$ cat src/shared/wsw_pkg.sv
/*
  Shared constants and carrier types for the window/standard watchdog.
  Assumes a single 20 MHz clock and synchronous pin inputs other than the kick.
*/
// Behaviour
// - With power good high, low guard-off enables the watchdog, high disables it.
// - With power good low, watchdog disabled and fault pin released.
// - Power good rising while enabled starts an initialization.
// - Guard-off falling while power good high starts an initialization.
// - Fault output returning high while enabled starts an initialization.
// - Initialization open window lasts eight guard periods awaiting the first kick.
// - Guard type select low gives window mode, high gives standard mode.
// - Window mode: kick in initialization window restarts counter, opens closed window.
// - Window mode: kick edge in closed window gives one fault pulse.
// - Open window without kick faults after half a guard period, or after eight ninths of one in 8:1 window mode.
// - Initialization without kick faults after eight guard periods.
// - Standard mode: kick in open window restarts counter and a new open window.
// - Fault pin stays released while service is proper.
// - Fault pulls the pin low for one fifth of a guard period.
// - Window ratio select low splits 1:1, high splits open:closed 8:1.
// - Period range select high makes the guard period five times longer.
package wsw_pkg;

  ////////////////////////////////////////////////////////////////////////////
  // Timing
  localparam int unsigned CLK_FREQ_MHZ    = 20;
  localparam int unsigned GUARD_PERIOD_US = 10000;   // Low-range period
  localparam int unsigned GUARD_CYCLES    = GUARD_PERIOD_US * CLK_FREQ_MHZ;
  localparam int unsigned KICK_MIN_US     = 100;
  localparam int unsigned KICK_MIN_CYCLES = KICK_MIN_US * CLK_FREQ_MHZ;
  localparam int unsigned CNT_W           = 32;

  ////////////////////////////////////////////////////////////////////////////
  // Window arithmetic factors
  localparam int unsigned RANGE_MULT = 5;  // Period range high
  localparam int unsigned INIT_MULT  = 8;  // Initialization window
  localparam int unsigned HALF_DIV   = 2;  // 1:1 split
  localparam int unsigned RATIO_DIV  = 9;  // 8:1 split, closed part
  localparam int unsigned HOLD_DIV   = 5;  // Fault hold, 20 percent

  ////////////////////////////////////////////////////////////////////////////
  // Types
  typedef enum logic [2:0] {
    WSW_IDLE,
    WSW_INIT,
    WSW_OPEN,
    WSW_CLOSED,
    WSW_FAULT
  } wsw_state_e;

  typedef struct packed {
    logic armed;       // Watchdog enabled
    logic init_win;    // In initialization window
    logic closed_win;  // In closed window
    logic line_high;   // Sampled fault pin level
  } wsw_stat_s;

  localparam wsw_stat_s STAT_RESET = '0;

endpackage : wsw_pkg

$ cat src/design/wsw_kick_sync.sv
/*
  Kick input synchroniser and rising-edge detector.
  Assumes one clock domain and an active-low asynchronous reset.
*/
`timescale 1ns/100ps
module wsw_kick_sync
  import wsw_pkg::*;
(
  input  wire logic clk_in,
  input  wire logic nrst_in,
  input  wire logic kick_in,
  output logic      kick_rise_out
);

  logic sync_a;
  logic sync_b;
  logic sync_q;

  ////////////////////////////////////////////////////////////////////////////
  // Two-stage synchroniser; first stage feeds only the second
  always_ff @(posedge clk_in or negedge nrst_in) begin
    if (!nrst_in) begin
      sync_a <= 1'b0;
      sync_b <= 1'b0;
      sync_q <= 1'b0;
    end else begin
      sync_a <= kick_in;
      sync_b <= sync_a;
      sync_q <= sync_b;
    end
  end

  // Edge pulse from settled stages only
  assign kick_rise_out = sync_b & ~sync_q;
endmodule : wsw_kick_sync

$ cat src/design/wsw_core.sv
/*
  Window/standard watchdog supervisor core.
  Assumes pin inputs synchronous to clk_in except the kick, which is
  synchronised here; the fault pin is open drain with an external pull-up.
*/
`timescale 1ns/100ps
module wsw_core
  import wsw_pkg::*;
#(
  parameter logic [CNT_W-1:0] BASE_CYCLES = CNT_W'(GUARD_CYCLES)
)
(
  input  wire logic clk_in,
  input  wire logic nrst_in,
  input  wire logic power_good_in,
  input  wire logic guard_off_request_in,
  input  wire logic guard_type_select_in,
  input  wire logic window_ratio_select_in,
  input  wire logic period_range_select_in,
  input  wire logic kick_in,
  input  wire logic service_fault_in,
  output logic      service_fault_out,
  output logic      service_fault_oe_out,
  output wsw_stat_s status_out
);

  wsw_state_e       state;
  logic [CNT_W-1:0] cnt;
  logic             en;
  logic             en_q;
  logic             start_init;
  logic             kick;
  logic             win_mode;
  logic [CNT_W-1:0] period;
  logic [CNT_W-1:0] lim_init;
  logic [CNT_W-1:0] lim_open;
  logic [CNT_W-1:0] lim_closed;
  logic [CNT_W-1:0] lim_hold;
  logic [CNT_W-1:0] cur_lim;
  logic             tick_end;
  logic             restart;

  ////////////////////////////////////////////////////////////////////////////
  // Kick edge detection
  wsw_kick_sync wsw_kick_sync_inst (
    .clk_in        (clk_in),
    .nrst_in       (nrst_in),
    .kick_in       (kick_in),
    .kick_rise_out (kick)
  );

  ////////////////////////////////////////////////////////////////////////////
  // Enable and initialization triggers
  assign en       = power_good_in & ~guard_off_request_in;
  assign win_mode = ~guard_type_select_in;

  // Enable edge covers both power good rising and guard-off falling
  always_ff @(posedge clk_in or negedge nrst_in) begin
    if (!nrst_in) begin
      en_q <= 1'b0;
    end else begin
      en_q <= en;
    end
  end

  assign start_init = en & ~en_q;

  ////////////////////////////////////////////////////////////////////////////
  // Window durations in clock cycles
  // Base must be at least 9 cycles so no window rounds to zero
  always_comb begin
    period = BASE_CYCLES;
    if (period_range_select_in) begin
      period = CNT_W'(BASE_CYCLES * RANGE_MULT);
    end
    lim_init = CNT_W'(period * INIT_MULT);
    lim_hold = CNT_W'(period / HOLD_DIV);
    // Standard mode has no closed window and a half-period open window
    if (win_mode && window_ratio_select_in) begin
      lim_closed = CNT_W'(period / RATIO_DIV);
      lim_open   = period - lim_closed;
    end else begin
      lim_closed = CNT_W'(period / HALF_DIV);
      lim_open   = CNT_W'(period / HALF_DIV);
    end
  end

  // Limit of the window currently being timed
  always_comb begin
    case (state)
      WSW_INIT:   cur_lim = lim_init;
      WSW_OPEN:   cur_lim = lim_open;
      WSW_CLOSED: cur_lim = lim_closed;
      WSW_FAULT:  cur_lim = lim_hold;
      default:    cur_lim = lim_init;
    endcase
  end

  assign tick_end = (cnt == cur_lim - CNT_W'(1));

  // Any window change or accepted kick restarts the count
  assign restart = start_init
                 | ((state != WSW_IDLE) & tick_end)
                 | ((state != WSW_IDLE) & (state != WSW_FAULT) & kick);

  ////////////////////////////////////////////////////////////////////////////
  // Window counter
  always_ff @(posedge clk_in or negedge nrst_in) begin
    if (!nrst_in) begin
      cnt <= '0;
    end else if (!en || restart) begin
      cnt <= '0;
    end else begin
      cnt <= cnt + CNT_W'(1);
    end
  end

  ////////////////////////////////////////////////////////////////////////////
  // Watchdog sequencing
  // Disable wins over every event; a fresh enable always reinitializes
  always_ff @(posedge clk_in or negedge nrst_in) begin
    if (!nrst_in) begin
      state <= WSW_IDLE;
    end else if (!en) begin
      state <= WSW_IDLE;
    end else if (start_init) begin
      state <= WSW_INIT;
    end else begin
      case (state)
        WSW_INIT: begin
          if (kick) begin
            state <= win_mode ? WSW_CLOSED : WSW_OPEN;
          end else if (tick_end) begin
            state <= WSW_FAULT;
          end
        end
        WSW_OPEN: begin
          if (kick) begin
            state <= win_mode ? WSW_CLOSED : WSW_OPEN;
          end else if (tick_end) begin
            state <= WSW_FAULT;
          end
        end
        WSW_CLOSED: begin
          if (kick) begin
            state <= WSW_FAULT;
          end else if (tick_end) begin
            state <= WSW_OPEN;
          end
        end
        WSW_FAULT: begin
          // Kicks during the hold are ignored; release reinitializes
          if (tick_end) begin
            state <= WSW_INIT;
          end
        end
        default: begin
          state <= WSW_INIT;
        end
      endcase
    end
  end

  ////////////////////////////////////////////////////////////////////////////
  // Open-drain fault pin: drive low only during the hold
  assign service_fault_out    = 1'b0;
  assign service_fault_oe_out = (state == WSW_FAULT);

  // Status flops
  always_ff @(posedge clk_in or negedge nrst_in) begin
    if (!nrst_in) begin
      status_out <= STAT_RESET;
    end else begin
      status_out.armed      <= en;
      status_out.init_win   <= (state == WSW_INIT);
      status_out.closed_win <= (state == WSW_CLOSED);
      status_out.line_high  <= service_fault_in;
    end
  end

  logic [CNT_W-1:0] hold_len;

  // Length of the current low pulse
  always_ff @(posedge clk_in or negedge nrst_in) begin
    if (!nrst_in) begin
      hold_len <= '0;
    end else if (service_fault_oe_out) begin
      hold_len <= hold_len + CNT_W'(1);
    end else begin
      hold_len <= '0;
    end
  end
endmodule : wsw_core

$ cat config.mk
export PLATFORM = sky130hd
export DESIGN_NAME = wsw_core
export DESIGN_NICKNAME = d
export VERILOG_FILES = /design/src/shared/wsw_pkg.sv /design/src/design/wsw_kick_sync.sv /design/src/design/wsw_core.sv
export SDC_FILE = /design/constraint.sdc
export NUM_CORES = 1
export LEC_CHECK = 0
export ABC_AREA = 1
export BUFFER_PORTS_ARGS = -buffer_cell sky130_fd_sc_hd__buf_2
export CAP_MARGIN = 20
export CORE_MARGIN = 3
export CORE_UTILIZATION = 50
export CTS_BUF_LIST = sky130_fd_sc_hd__clkbuf_4 sky130_fd_sc_hd__clkbuf_8
export DETAILED_ROUTE_END_ITERATION = 10
export GPL_TIMING_DRIVEN = 1
export HOLD_SLACK_MARGIN = 0.15
export PLACE_DENSITY = 0.65
export SLEW_MARGIN = 20
export SYNTH_ARGS = -nofsm -noshare
export SYNTH_HDL_FRONTEND = slang
export SYNTH_HIERARCHICAL = 1
export SYNTH_SLANG_ARGS = --single-unit
$ cat constraint.sdc
create_clock -name clk_in -period 3.3 [get_ports clk_in]
set_input_delay 0.33 -clock clk_in [delete_from_list [all_inputs] [get_ports clk_in]]
set_output_delay 0.33 -clock clk_in [all_outputs]
set_load 0.02 [all_outputs]
Yosys cells after proc, flatten, opt, wreduce, memory -nomap -nowiden
Cells that the tools add are included.

Reduce and logical (&&, ||, !) cells: 6. Div/mod/pow operators: 2. Multiplexer cells: 14. $add $sub $neg: 3. Bitwise gates (word level): 12. Equality and inequality tests: 9.

Operators with widths (count): $mux W32 (3); $pmux W32 S3 (1); $add A32 B1 Y32 const B (1); $div A32 B3 Y32 const B (1); $div A32 B4 Y32 const B (1); $eq A32 B32 Y1 (1); $sub A32 B1 Y32 const B (1); $sub A32 B32 Y32 (1); $mux W3 (7); $mux W20 (1); $pmux W3 S3 (1); $and A1 B1 Y1 (6); $eq A3 B2 Y1 const B (2); $ne A5 B2 Y1 const B (1); $ne A5 B5 Y1 const B (1); $ne A4 B2 Y1 const B (1); $not A1 Y1 (4); $eq A3 B1 Y1 const B (1); $eq A3 B3 Y1 const B (1); $ne A3 B3 Y1 const B (1); $reduce_and A3 Y1 (1); $reduce_bool A3 Y1 (1); $or A1 B1 Y1 (2); $reduce_or A2 Y1 (1); 4 further kinds (4).

Output and inout bits: 6. Input port bits: 9. Flip-flop bits (word level): 42.

Logic depth before layout (Yosys ltp)
Gate-level depths: netlist of run 1.

Word-level depth: 12. Gate-level depth with buffers: 21.

Modules after synthesis
The synthesis of run 1 kept the hierarchy.

Modules (own cells, without submodules): wsw_core (area an instance 2831.5 um2, instances 1, cells an instance 397); wsw_kick_sync (area an instance 85.1 um2, instances 1, cells an instance 5).

Least setup slack after synthesis of run 1
OpenSTA, ideal clock, no wires.

Path type: input -> register. From: input port window_ratio_select_in. To: register cnt[10]. Arrival: 2.446 ns. Buffers on the path: 1. Slack: 0.734 ns. Data required time: 3.180 ns. Stages: 20. Cells stage by stage: inv_1 -> nor2_1 -> ha_1 -> nand3_1 -> nand2_1 -> inv_1 -> ha_1 -> xor2_1 -> nand2_1 -> nor2_1 -> nand2_1 -> nor2_1 -> nand3_1 -> nor2_1 -> nand4_1 -> nor2_1 -> nand3_1 -> nand2_2 -> buf_6 -> nor2_1.

Longest elaborated chain between the ends: 10. Elaborated cells on any way between the ends: 11.

RTL lines: start, declared (RTL line wsw_core.sv:18) `input wire logic window_ratio_select_in,`; $logic_and A1 B1 Y1 (*) (RTL line wsw_core.sv:79) `if (win_mode && window_ratio_select_in) begin`; $mux W32 (RTL line wsw_core.sv:79); $pmux W32 S3 (*) (RTL line wsw_core.sv:90) `case (state)`; $sub A32 B1 Y32 (*) (RTL line wsw_core.sv:99) `assign tick_end = (cnt == cur_lim - CNT_W'(1));`; $eq A32 B32 Y1 (*) (RTL line wsw_core.sv:99); $and A1 B1 Y1 (*) (RTL line wsw_core.sv:103) `| ((state != WSW_IDLE) & tick_end)`; $or A1 B1 Y1 (*) (RTL line wsw_core.sv:103); $or A1 B1 Y1 (*) (RTL line wsw_core.sv:104) `| ((state != WSW_IDLE) & (state != WSW_FAULT) & kick);`; $logic_or A1 B1 Y1 (*) (RTL line wsw_core.sv:111) `end else if (!en || restart) begin`; $mux W32 (*) (RTL line wsw_core.sv:111); end signal, assigned (RTL line wsw_core.sv:114) `cnt <= cnt + CNT_W'(1);`; end, declared (RTL line wsw_core.sv:28) `logic [CNT_W-1:0] cnt;`.

Every way passes the cells marked *; elsewhere a longest branch is shown, timed or not. A chain may end at the register's enable or synchronous reset.

Final worst setup path of run 1
From: register state[1]. To: register cnt[31].

Longest elaborated chain between the ends: 9. Elaborated cells on any way between the ends: 15.

RTL lines: start, declared (RTL line wsw_core.sv:27) `wsw_state_e state;`; start signal, assigned (RTL line wsw_core.sv:132) `state <= win_mode ? WSW_CLOSED : WSW_OPEN;`; start signal, assigned (RTL line wsw_core.sv:139) `state <= win_mode ? WSW_CLOSED : WSW_OPEN;`; $eq A3 B3 Y1 / $eq A3 B2 Y1 (equally long branches) (RTL line wsw_core.sv:90); $pmux W32 S3 (RTL line wsw_core.sv:90); $sub A32 B1 Y32 (RTL line wsw_core.sv:99); $eq A32 B32 Y1 (RTL line wsw_core.sv:99); $and A1 B1 Y1 (RTL line wsw_core.sv:103); $or A1 B1 Y1 (RTL line wsw_core.sv:103); $or A1 B1 Y1 (*) (RTL line wsw_core.sv:104); $logic_or A1 B1 Y1 (*) (RTL line wsw_core.sv:111); $mux W32 (*) (RTL line wsw_core.sv:111).

Marked as above.

==> results of run 1 <==
[registers in the layout, indices dropped and copies added (netlist names)]
name / flops
status_out: 4
wsw_kick_sync_inst/sync_q: 1
wsw_kick_sync_inst/sync_a: 1
wsw_kick_sync_inst/sync_b: 1
state: 3
cnt: 32
[synth_stat cells (2+ instances only)]
| master | number |
|---|---|
| a21oi_1 | 4 |
| nor2_1 | 64 |
| nor4_1 | 2 |
| nand2_2 | 7 |
| inv_2 | 5 |
| nor3_2 | 3 |
| a211oi_1 | 2 |
| buf_6 | 3 |
| nor3_1 | 6 |
| inv_1 | 52 |
| dfrtp_1 | 42 |
| xnor2_1 | 9 |
| nand4_1 | 14 |
| nand3_1 | 36 |
| a21boi_0 | 2 |
| nand2_1 | 86 |
| nor2_4 | 2 |
| buf_4 | 2 |
| o21ai_0 | 8 |
| xor2_1 | 31 |
| nor2_2 | 6 |
| ha_1 | 8 |
[cell families (layout without fill, tap and decap cells)]
kind of cell             Yosys count  count (layout)  share of synthesized area [%]
AO/OA/AOI/OAI                     18              18                           3.56
XOR/XNOR                          40              40                           12.0
adder cells (fa/ha/maj)            8               8                           3.43
buffers and inverters             63              83                           9.18
flip-flops                        42              42                           36.0
other                              1               1                          0.129
AND/OR/NAND/NOR                  230             230                           35.7
[what timing repair did]
| action | 4_1_cts | 5_1_grt |
|---|---|---|
| hold buffers | 2 | 0 |
| resized for setup | 0 | 2 |
| endpoints found under the setup margin | 0 | 23 |
| endpoints found under the hold margin | 2 | 0 |
[worst min path at each step]
stage	startpoint	to	slack [ps]	cells after the start
after global routing	guard_off_request_in	status_out[3]	190	2
after floorplan	nrst_in	cnt[0]	30	0
final	nrst_in	status_out[0]	160	1
after detailed placement	wsw_kick_sync_inst/sync_a	wsw_kick_sync_inst/sync_b	340	0
after global placement	wsw_kick_sync_inst/sync_a	wsw_kick_sync_inst/sync_b	340	0
after CTS	guard_off_request_in	status_out[3]	180	2
[power groups by stage]
| stage | Clock (mW) | Sequential (mW) | Combinational (mW) |
|---|---|---|---|
| after floorplan | 0 | 0.535 | 0.0429 |
| after global placement | 0 | 0.534 | 0.0720 |
| after detailed placement | 0 | 0.534 | 0.0721 |
| after CTS | 0.439 | 0.523 | 0.0747 |
| after global routing | 0.458 | 0.525 | 0.0847 |
| final | 0.429 | 0.523 | 0.0741 |
[worst max-delay path: stages (launching register included)]
cell     delay [ps]
dfrtp_2         460
nand2_1         110
nor2_4          200
nand2_2         160
nand2_1         100
inv_1            40
ha_1            220
xnor2_1         210
xnor2_1         140
nand2_1          60
nor2_1           80
nand3_1          90
nor2_1          110
nand4_1          90
nor2_1          160
nand3_1         130
nand2_2         210
buf_12          200
nor2_1           60
[stage by stage]
step	instance area (um2)	hold WS, ps
CTS	3190	180
floorplan	2920	34.4
global route	3190	192
detailed placement	3050	344
global placement	3050	336
finish	3190	163
[cell type report]
| type | instances | area (um2) |
|---|---|---|
| clock buffers | 6 | 76.3 |
| clock inverters | 2 | 37.5 |
| fillers | 558 | 2380 |
| inverters | 57 | 214 |
| multi-input cells | 297 | 1600 |
| flip-flops and latches | 42 | 1050 |
| well taps | 72 | 90.1 |
| repair buffers | 18 | 120 |
[routing by layer]
layer | global-route usage (%) | up-vias
met4 | 9.97 | 0
met1 | 32.9 | 1146
met2 | 31.7 | 78
met5 | 0 | -
met3 | 4.77 | 15
li1 | - | 1300
==> impl_metrics.toml, run 1 <==
[setup_path]
arrival_ps = 3130
end_kind = "flip-flop"
ff2ff_setup_slack_ps = 370
crit_fanout = 23
crit_path_start = "state[1]"
crit_required_ps = 3500
reg2reg_from = "state[1]"
rr_endpoint = "cnt[31]"
rr_worst_depth = 18
crit_type = "reg2reg"
start_kind = "flip-flop"
critPathCapture = "cnt[31]"

[synth]
synth_top_area_share_pct = 36.0
netlist_area_um2 = 2920
synth_flop_cell = "dfrtp_1"
synthArstFlopShare_pct = 100
synth-edff-count = 0
synth.avg_cell_area_um2 = 7.26
synthTopCellsByArea = "dfrtp_1 36%, nand2_1 11%, xor2_1 9.3%"
synth_fp_nets = 419
synth_seq_cells = 42
yosys_warnings = 6
ys_seq_area_share_pct = 36.0
synth_cells = 402
synth_cell_types = 30
yosys.area.top_type = "dfrtp_1"

[routing]
avgRoutedWirePerCell_um = 13.5
route.vias.total = 2539
antenna_left = 0
firstDrtPassIters = 4
routed_via_density = 5.14
m1WireLength_um = 3370
wirelength_um = 6660
wl_met3_um = 378
dr_wl_met2_um = 2730
first_iter_violations = 219
drc_errors = 0
topRoutingLayerUsed = "met4"

[clocking]
numCtsBuffers = 5
insertion_delay_ps = 300
clockRootBuffer = "clkbuf_8"
cts_post_setup_buffers_inserted = 0
cts_sinks = 42
clkTransAtPathRegs_ps = 80
cts_tree = "built"
cts_buffer_depth = 2
cts.htree.levels = 2

[pwr]
p_per_area_nw_per_um2 = 322
pwr-share-clk_pct = 41.8
total_power_mw = 1.03
p_sw_mw = 0.249
pwr-share-seq_pct = 51.0
peakVddDrop_uv = 231
switching_share_pct = 24.3
power_frac_comb_pct = 7.2
p_int_mw = 0.777
power.leakage_nw = 1.48

[timing]
clock_skew_ps = 2.13
maxSlewHeadroom_pct = 37.5
max_slew.worst_pin.slew_ps = 937
fmax_mhz = 341
drv_slew = 0
setup_tns_ps = 0
fin_ws_ps = 370
hold_viol_final = 0
setup_viol = 0
fin_crit_ps = 2930
period_share_pct = 88.8
grt_setup_unrepaired = "false"

[floorplanning]
initial_core_util_pct = 52.3
placementRows = 27
die_area_um2 = 6790
dieHeight_um = 82.4
coreArea_um2 = 5570
top_level_ports = 15
die_w_um = 82.4

[job]
max_cap_viol_count = 0

[placed_design]
io_buffers = 13
dpl.cell_count = 484
dp_slack_ps = 310
place.gp.congestion = 0.923
hpwl_um = 4990

[layout]
final_cell_mix = "86 x nand2_1, 64 x nor2_1, 52 x inv_1, 40 x dfrtp_1, 36 x nand3_1"
drive_gt1_share_pct = 12.1
syn_to_final_growth_pct = 9.35
nets = 438
final_common_cell = "nand2_1"
fin_cells = 494
num_antenna_cells = 0
fin_util_pct = 57.2

[status]
status = "completed"

[global_routing]
grt_overflow_total = 0
grt_use_total_pct = 22.5
grt_pass1_vias = 2426
grt_first_pass_wirelength_um = 11600
antenna_found_initial = 0
grt_max_degree = 43

[worst_hold_path]
hp-class = "in2async"
No activity file was read; power rests on OpenSTA's default activity.
==> run 2, diff against run 1 <==
==> constraint.sdc (replaced) <==
create_clock -name clk_in -period 3.6 [get_ports clk_in]
set_input_delay 0.36 -clock clk_in [delete_from_list [all_inputs] [get_ports clk_in]]
set_output_delay 0.36 -clock clk_in [all_outputs]
set_load 0.02 [all_outputs]
==> impl_metrics.toml, run 2 (synthesis gave the netlist of run 1 again) <==
[status]
status = "completed"

[timing]
maxSlewHeadroom_pct = 37.3
setup_tns_ps = 0
drv_slew = 0
fin_ws_ps = 536
grt_setup_unrepaired = "false"
clock_skew_ps = 6.96
period_share_pct = 85.1
setup_viol = 0
fin_crit_ps = 3060
hold_viol_final = 0
fmax_mhz = 326
max_slew.worst_pin.slew_ps = 940

[setup_path]
start_kind = "flip-flop"
end_kind = "flip-flop"
arrival_ps = 3250
rr_endpoint = "cnt[5]"
crit_required_ps = 3780
ff2ff_setup_slack_ps = 540
crit_type = "reg2reg"
reg2reg_from = "state[1]"
crit_path_start = "state[1]"
crit_fanout = 18
rr_worst_depth = 19

[clocking]
ctsHoldBuffers = 0
cts_tree = "built"
numCtsBuffers = 5
cts_buffer_depth = 2
ctsResizeCount = 0
clockRootBuffer = "clkbuf_8"
insertion_delay_ps = 290
cts_sinks = 42
clkTransAtPathRegs_ps = 80
cts.htree.levels = 2
cts_post_setup_buffers_inserted = 0

[pwr]
peakVddDrop_uv = 169
p_per_area_nw_per_um2 = 276
power.leakage_nw = 1.46

[layout]
largest_reg_flops = 32
fin_util_pct = 56.2
nets = 434
drive_gt1_share_pct = 11.2
syn_to_final_growth_pct = 7.42
fin_area_um2 = 3130
final_cell_mix = "86 x nand2_1, 64 x nor2_1, 52 x inv_1, 42 x dfrtp_1, 36 x nand3_1"
num_antenna_cells = 0
final_common_cell = "nand2_1"
reg.largest.list = "cnt (32), status_out (4), state (3)"
largest_register = "cnt"
nFillCells = 549
fin_cells = 490

[floorplanning]
initial_core_util_pct = 52.3
coreArea_um2 = 5570
die_w_um = 82.4
top_level_ports = 15
die_area_um2 = 6790
dieHeight_um = 82.4
placementRows = 27

[routing]
wirelength_um = 6560
drc_errors = 0
routed_via_density = 5.18
avgRoutedWirePerCell_um = 13.4
first_iter_violations = 183
antenna_left = 0
firstDrtPassIters = 5
route.vias.total = 2539

[global_routing]
grt_first_pass_wirelength_um = 10900
antenna_found_initial = 0
grt_pass1_vias = 2292
grt_max_degree = 43
grt_use_total_pct = 21.3
grt_overflow_total = 0

[worst_hold_path]
min_path_cells = 1
hp-class = "in2reg"
holdPathEnd = "wsw_kick_sync_inst/sync_a"
worstHoldStart = "kick_in"

[job]
max_cap_viol_count = 0

[placed_design]
dp_slack_ps = 355
hpwl_um = 5040
io_buffers = 13
dpl.cell_count = 482
place.gp.congestion = 0.886
dpl_cell_area_um2 = 3040
[run 2: per-layer routing]
layer	GRT usage (%)	up-vias	wire length, um
li1	-	1289	-
met1	31.4	1169	3300
met2	32.0	72	2790
met3	3.80	9	380
met4	5.81	0	90
met5	0	-	0
[run 2: where the power goes]
part	switching (mW)	total (mW)	internal [mW]
Combinational	0.0465	0.0650	0.0185
Sequential	0.00368	0.480	0.476
Clock	0.165	0.320	0.154
Total	0.216	0.864	0.649
[run 2: layout make-up]
class	count	area [um2]	area share, %
clock buffer	6	82.6	2.64
clock inverter	2	12.5	0.399
inverter	57	214	6.83
multi-input combinational	297	1600	51.0
sequential	42	1050	33.5
tap	72	90.1	2.88
timing repair buffer	14	85.1	2.72
[run 2: worst max-delay path: stages (launching register included)]
cell,delay [ps]
dfrtp_1,520
nand2_1,140
nor2_4,190
nand2_2,160
nand2_1,110
inv_1,40
ha_1,280
xor2_1,150
nand2_1,60
nor2_1,90
nand2_1,60
nor2_1,80
nand3_1,100
nor2_1,100
nand4_1,80
nor2_1,150
nand3_1,110
nand2_2,280
buf_12,190
nor2_1,50
[run 2: how the worst max path moves through the flow]
stage          depth (start not counted)  endpoint  slack, ps
2_1_floorplan                         20   cnt[10]       1000
3_3_place_gp                          20    cnt[0]        470
3_5_place_dp                          21    cnt[4]        360
4_1_cts                               19    cnt[4]        540
5_1_grt                               19    cnt[0]        190
6_report                              19    cnt[5]        540
[run 2: stage by stage]
step | power [mW] | hold slack, ps
CTS | 0.877 | 157
floorplan | 0.530 | 64.4
global placement | 0.554 | 336
finish | 0.864 | 170
detailed placement | 0.555 | 342
global route | 0.904 | 160
==> run 3, diff against run 2 <==
--- a/config.mk
+++ b/config.mk
@@ -14,7 +14,7 @@
 export DETAILED_ROUTE_END_ITERATION = 10
 export GPL_TIMING_DRIVEN = 1
 export HOLD_SLACK_MARGIN = 0.15
-export PLACE_DENSITY = 0.65
+export PLACE_DENSITY = 0.67
 export SLEW_MARGIN = 20
 export SYNTH_ARGS = -nofsm -noshare
 export SYNTH_HDL_FRONTEND = slang
==> impl_metrics.toml, run 3 (synthesis gave the netlist of run 1 again) <==
[status]
status = "completed"

[layout]
reg.largest.list = "cnt (32), status_out (4), state (3)"
num_antenna_cells = 0
fin_cells = 489
nets = 435
largest_register = "cnt"
final_common_cell = "nand2_1"
fin_util_pct = 56.1
fin_area_um2 = 3130
final_cell_mix = "86 x nand2_1, 64 x nor2_1, 52 x inv_1, 42 x dfrtp_1, 36 x nand3_1"
drive_gt1_share_pct = 11.0
syn_to_final_growth_pct = 7.25
largest_reg_flops = 32

[placed_design]
dpl.cell_count = 483
place.gp.congestion = 0.891
dpl_cell_area_um2 = 3050
dp_slack_ps = 381
io_buffers = 13
hpwl_um = 4890

[clocking]
ctsResizeCount = 0
cts.htree.levels = 2
cts_post_setup_buffers_inserted = 0
clockRootBuffer = "clkbuf_8"
cts_sinks = 42
cts_tree = "built"
cts_buffer_depth = 2
clkTransAtPathRegs_ps = 80
ctsHoldBuffers = 0
insertion_delay_ps = 300
numCtsBuffers = 5

[global_routing]
antenna_found_initial = 0
grt_max_degree = 43
grt_use_total_pct = 21.0
grt_first_pass_wirelength_um = 10900
grt_overflow_total = 0
grt_pass1_vias = 2359

[routing]
antenna_left = 0
wirelength_um = 6480
route.vias.total = 2528
drc_errors = 0
routed_via_density = 5.17
avgRoutedWirePerCell_um = 13.2
first_iter_violations = 166
firstDrtPassIters = 4

[timing]
drv_slew = 0
period_share_pct = 85.9
maxSlewHeadroom_pct = 38.3
clock_skew_ps = 11.0
hold_viol_final = 0
grt_setup_unrepaired = "false"
setup_tns_ps = 0
fmax_mhz = 323
fin_ws_ps = 506
fin_crit_ps = 3090
max_slew.worst_pin.slew_ps = 926
hold_ws_ps = 161
setup_viol = 0

[setup_path]
cp_common_cell = "nor2_1"
arrival_ps = 3270
crit_type = "reg2reg"
end_kind = "flip-flop"
crit_fanout = 13
start_kind = "flip-flop"
cp_slowest_stage_delay_ps = 520
crit_chain = "nand2_1 > nor2_4 > nand2_2 > nand2_1 > inv_1 > ha_1 > xor2_1 > nand2_1 > nor2_1 > nand2_1 > nor2_1 > nand3_1 > nor2_1 > nand4_1 > nor2_1 > nand3_1 > nand2_2 > buf_4 > nor2_1"
crit_family = "simple AND/OR/NAND/NOR gates"
crit_required_ps = 3780
path_buf_inv = 2
cp_slowest_cell = "dfrtp_1"

[floorplanning]
initial_core_util_pct = 52.3
coreArea_um2 = 5570
die_w_um = 82.4
dieHeight_um = 82.4
placementRows = 27
top_level_ports = 15
die_area_um2 = 6790

[job]
max_cap_viol_count = 0

[pwr]
p_per_area_nw_per_um2 = 272
peakVddDrop_uv = 202
total_power_mw = 0.852
power.leakage_nw = 1.46

[worst_hold_path]
hp-class = "in2reg"
[run 3: area by class of cell]
class	instances	area (um2)
Clock buffer	6	82.6
Timing Repair Buffer	15	92.6
Multi-Input combinational cell	297	1600
Inverter	57	214
Tap cell	72	90.1
Fill cell	551	2450
Sequential cell	42	1050
[run 3: per-layer routing]
layer	global-route usage, %	share of wire [%]	vias up
li1	-	-	1292
met1	30.0	49	1173
met2	32.1	44	52
met3	4.12	5.3	11
met4	5.81	1.5	0
met5	0	0	-
[run 3: worst reg2reg max path: stages (launching register included)]
cell	delay, ps
dfrtp_1	520
nand2_1	140
nor2_4	200
nand2_2	160
nand2_1	110
inv_1	40
ha_1	280
xor2_1	150
nand2_1	70
nor2_1	80
nand2_1	50
nor2_1	90
nand3_1	90
nor2_1	90
nand4_1	80
nor2_1	180
nand3_1	120
nand2_2	270
buf_4	210
nor2_1	40
[run 3: power by group]
part           total (mW)  internal (mW)  switching, mW
clock network       0.307          0.148          0.159
registers           0.480          0.476        0.00367
logic              0.0647         0.0189         0.0458
total               0.852          0.643          0.208
[run 3: worst paths after layout]
kind	startpoint	endpoint	slack [ps]	cells after the start
min reg2reg	wsw_kick_sync_inst/sync_a	wsw_kick_sync_inst/sync_b	340	0
max reg2reg	state[1]	cnt[25]	510	19
max in group asynchronous	nrst_in	cnt[21]	2820	1
min	service_fault_in	status_out[0]	160	1
min in group asynchronous	nrst_in	state[1]	190	1
max	state[1]	cnt[25]	510	19
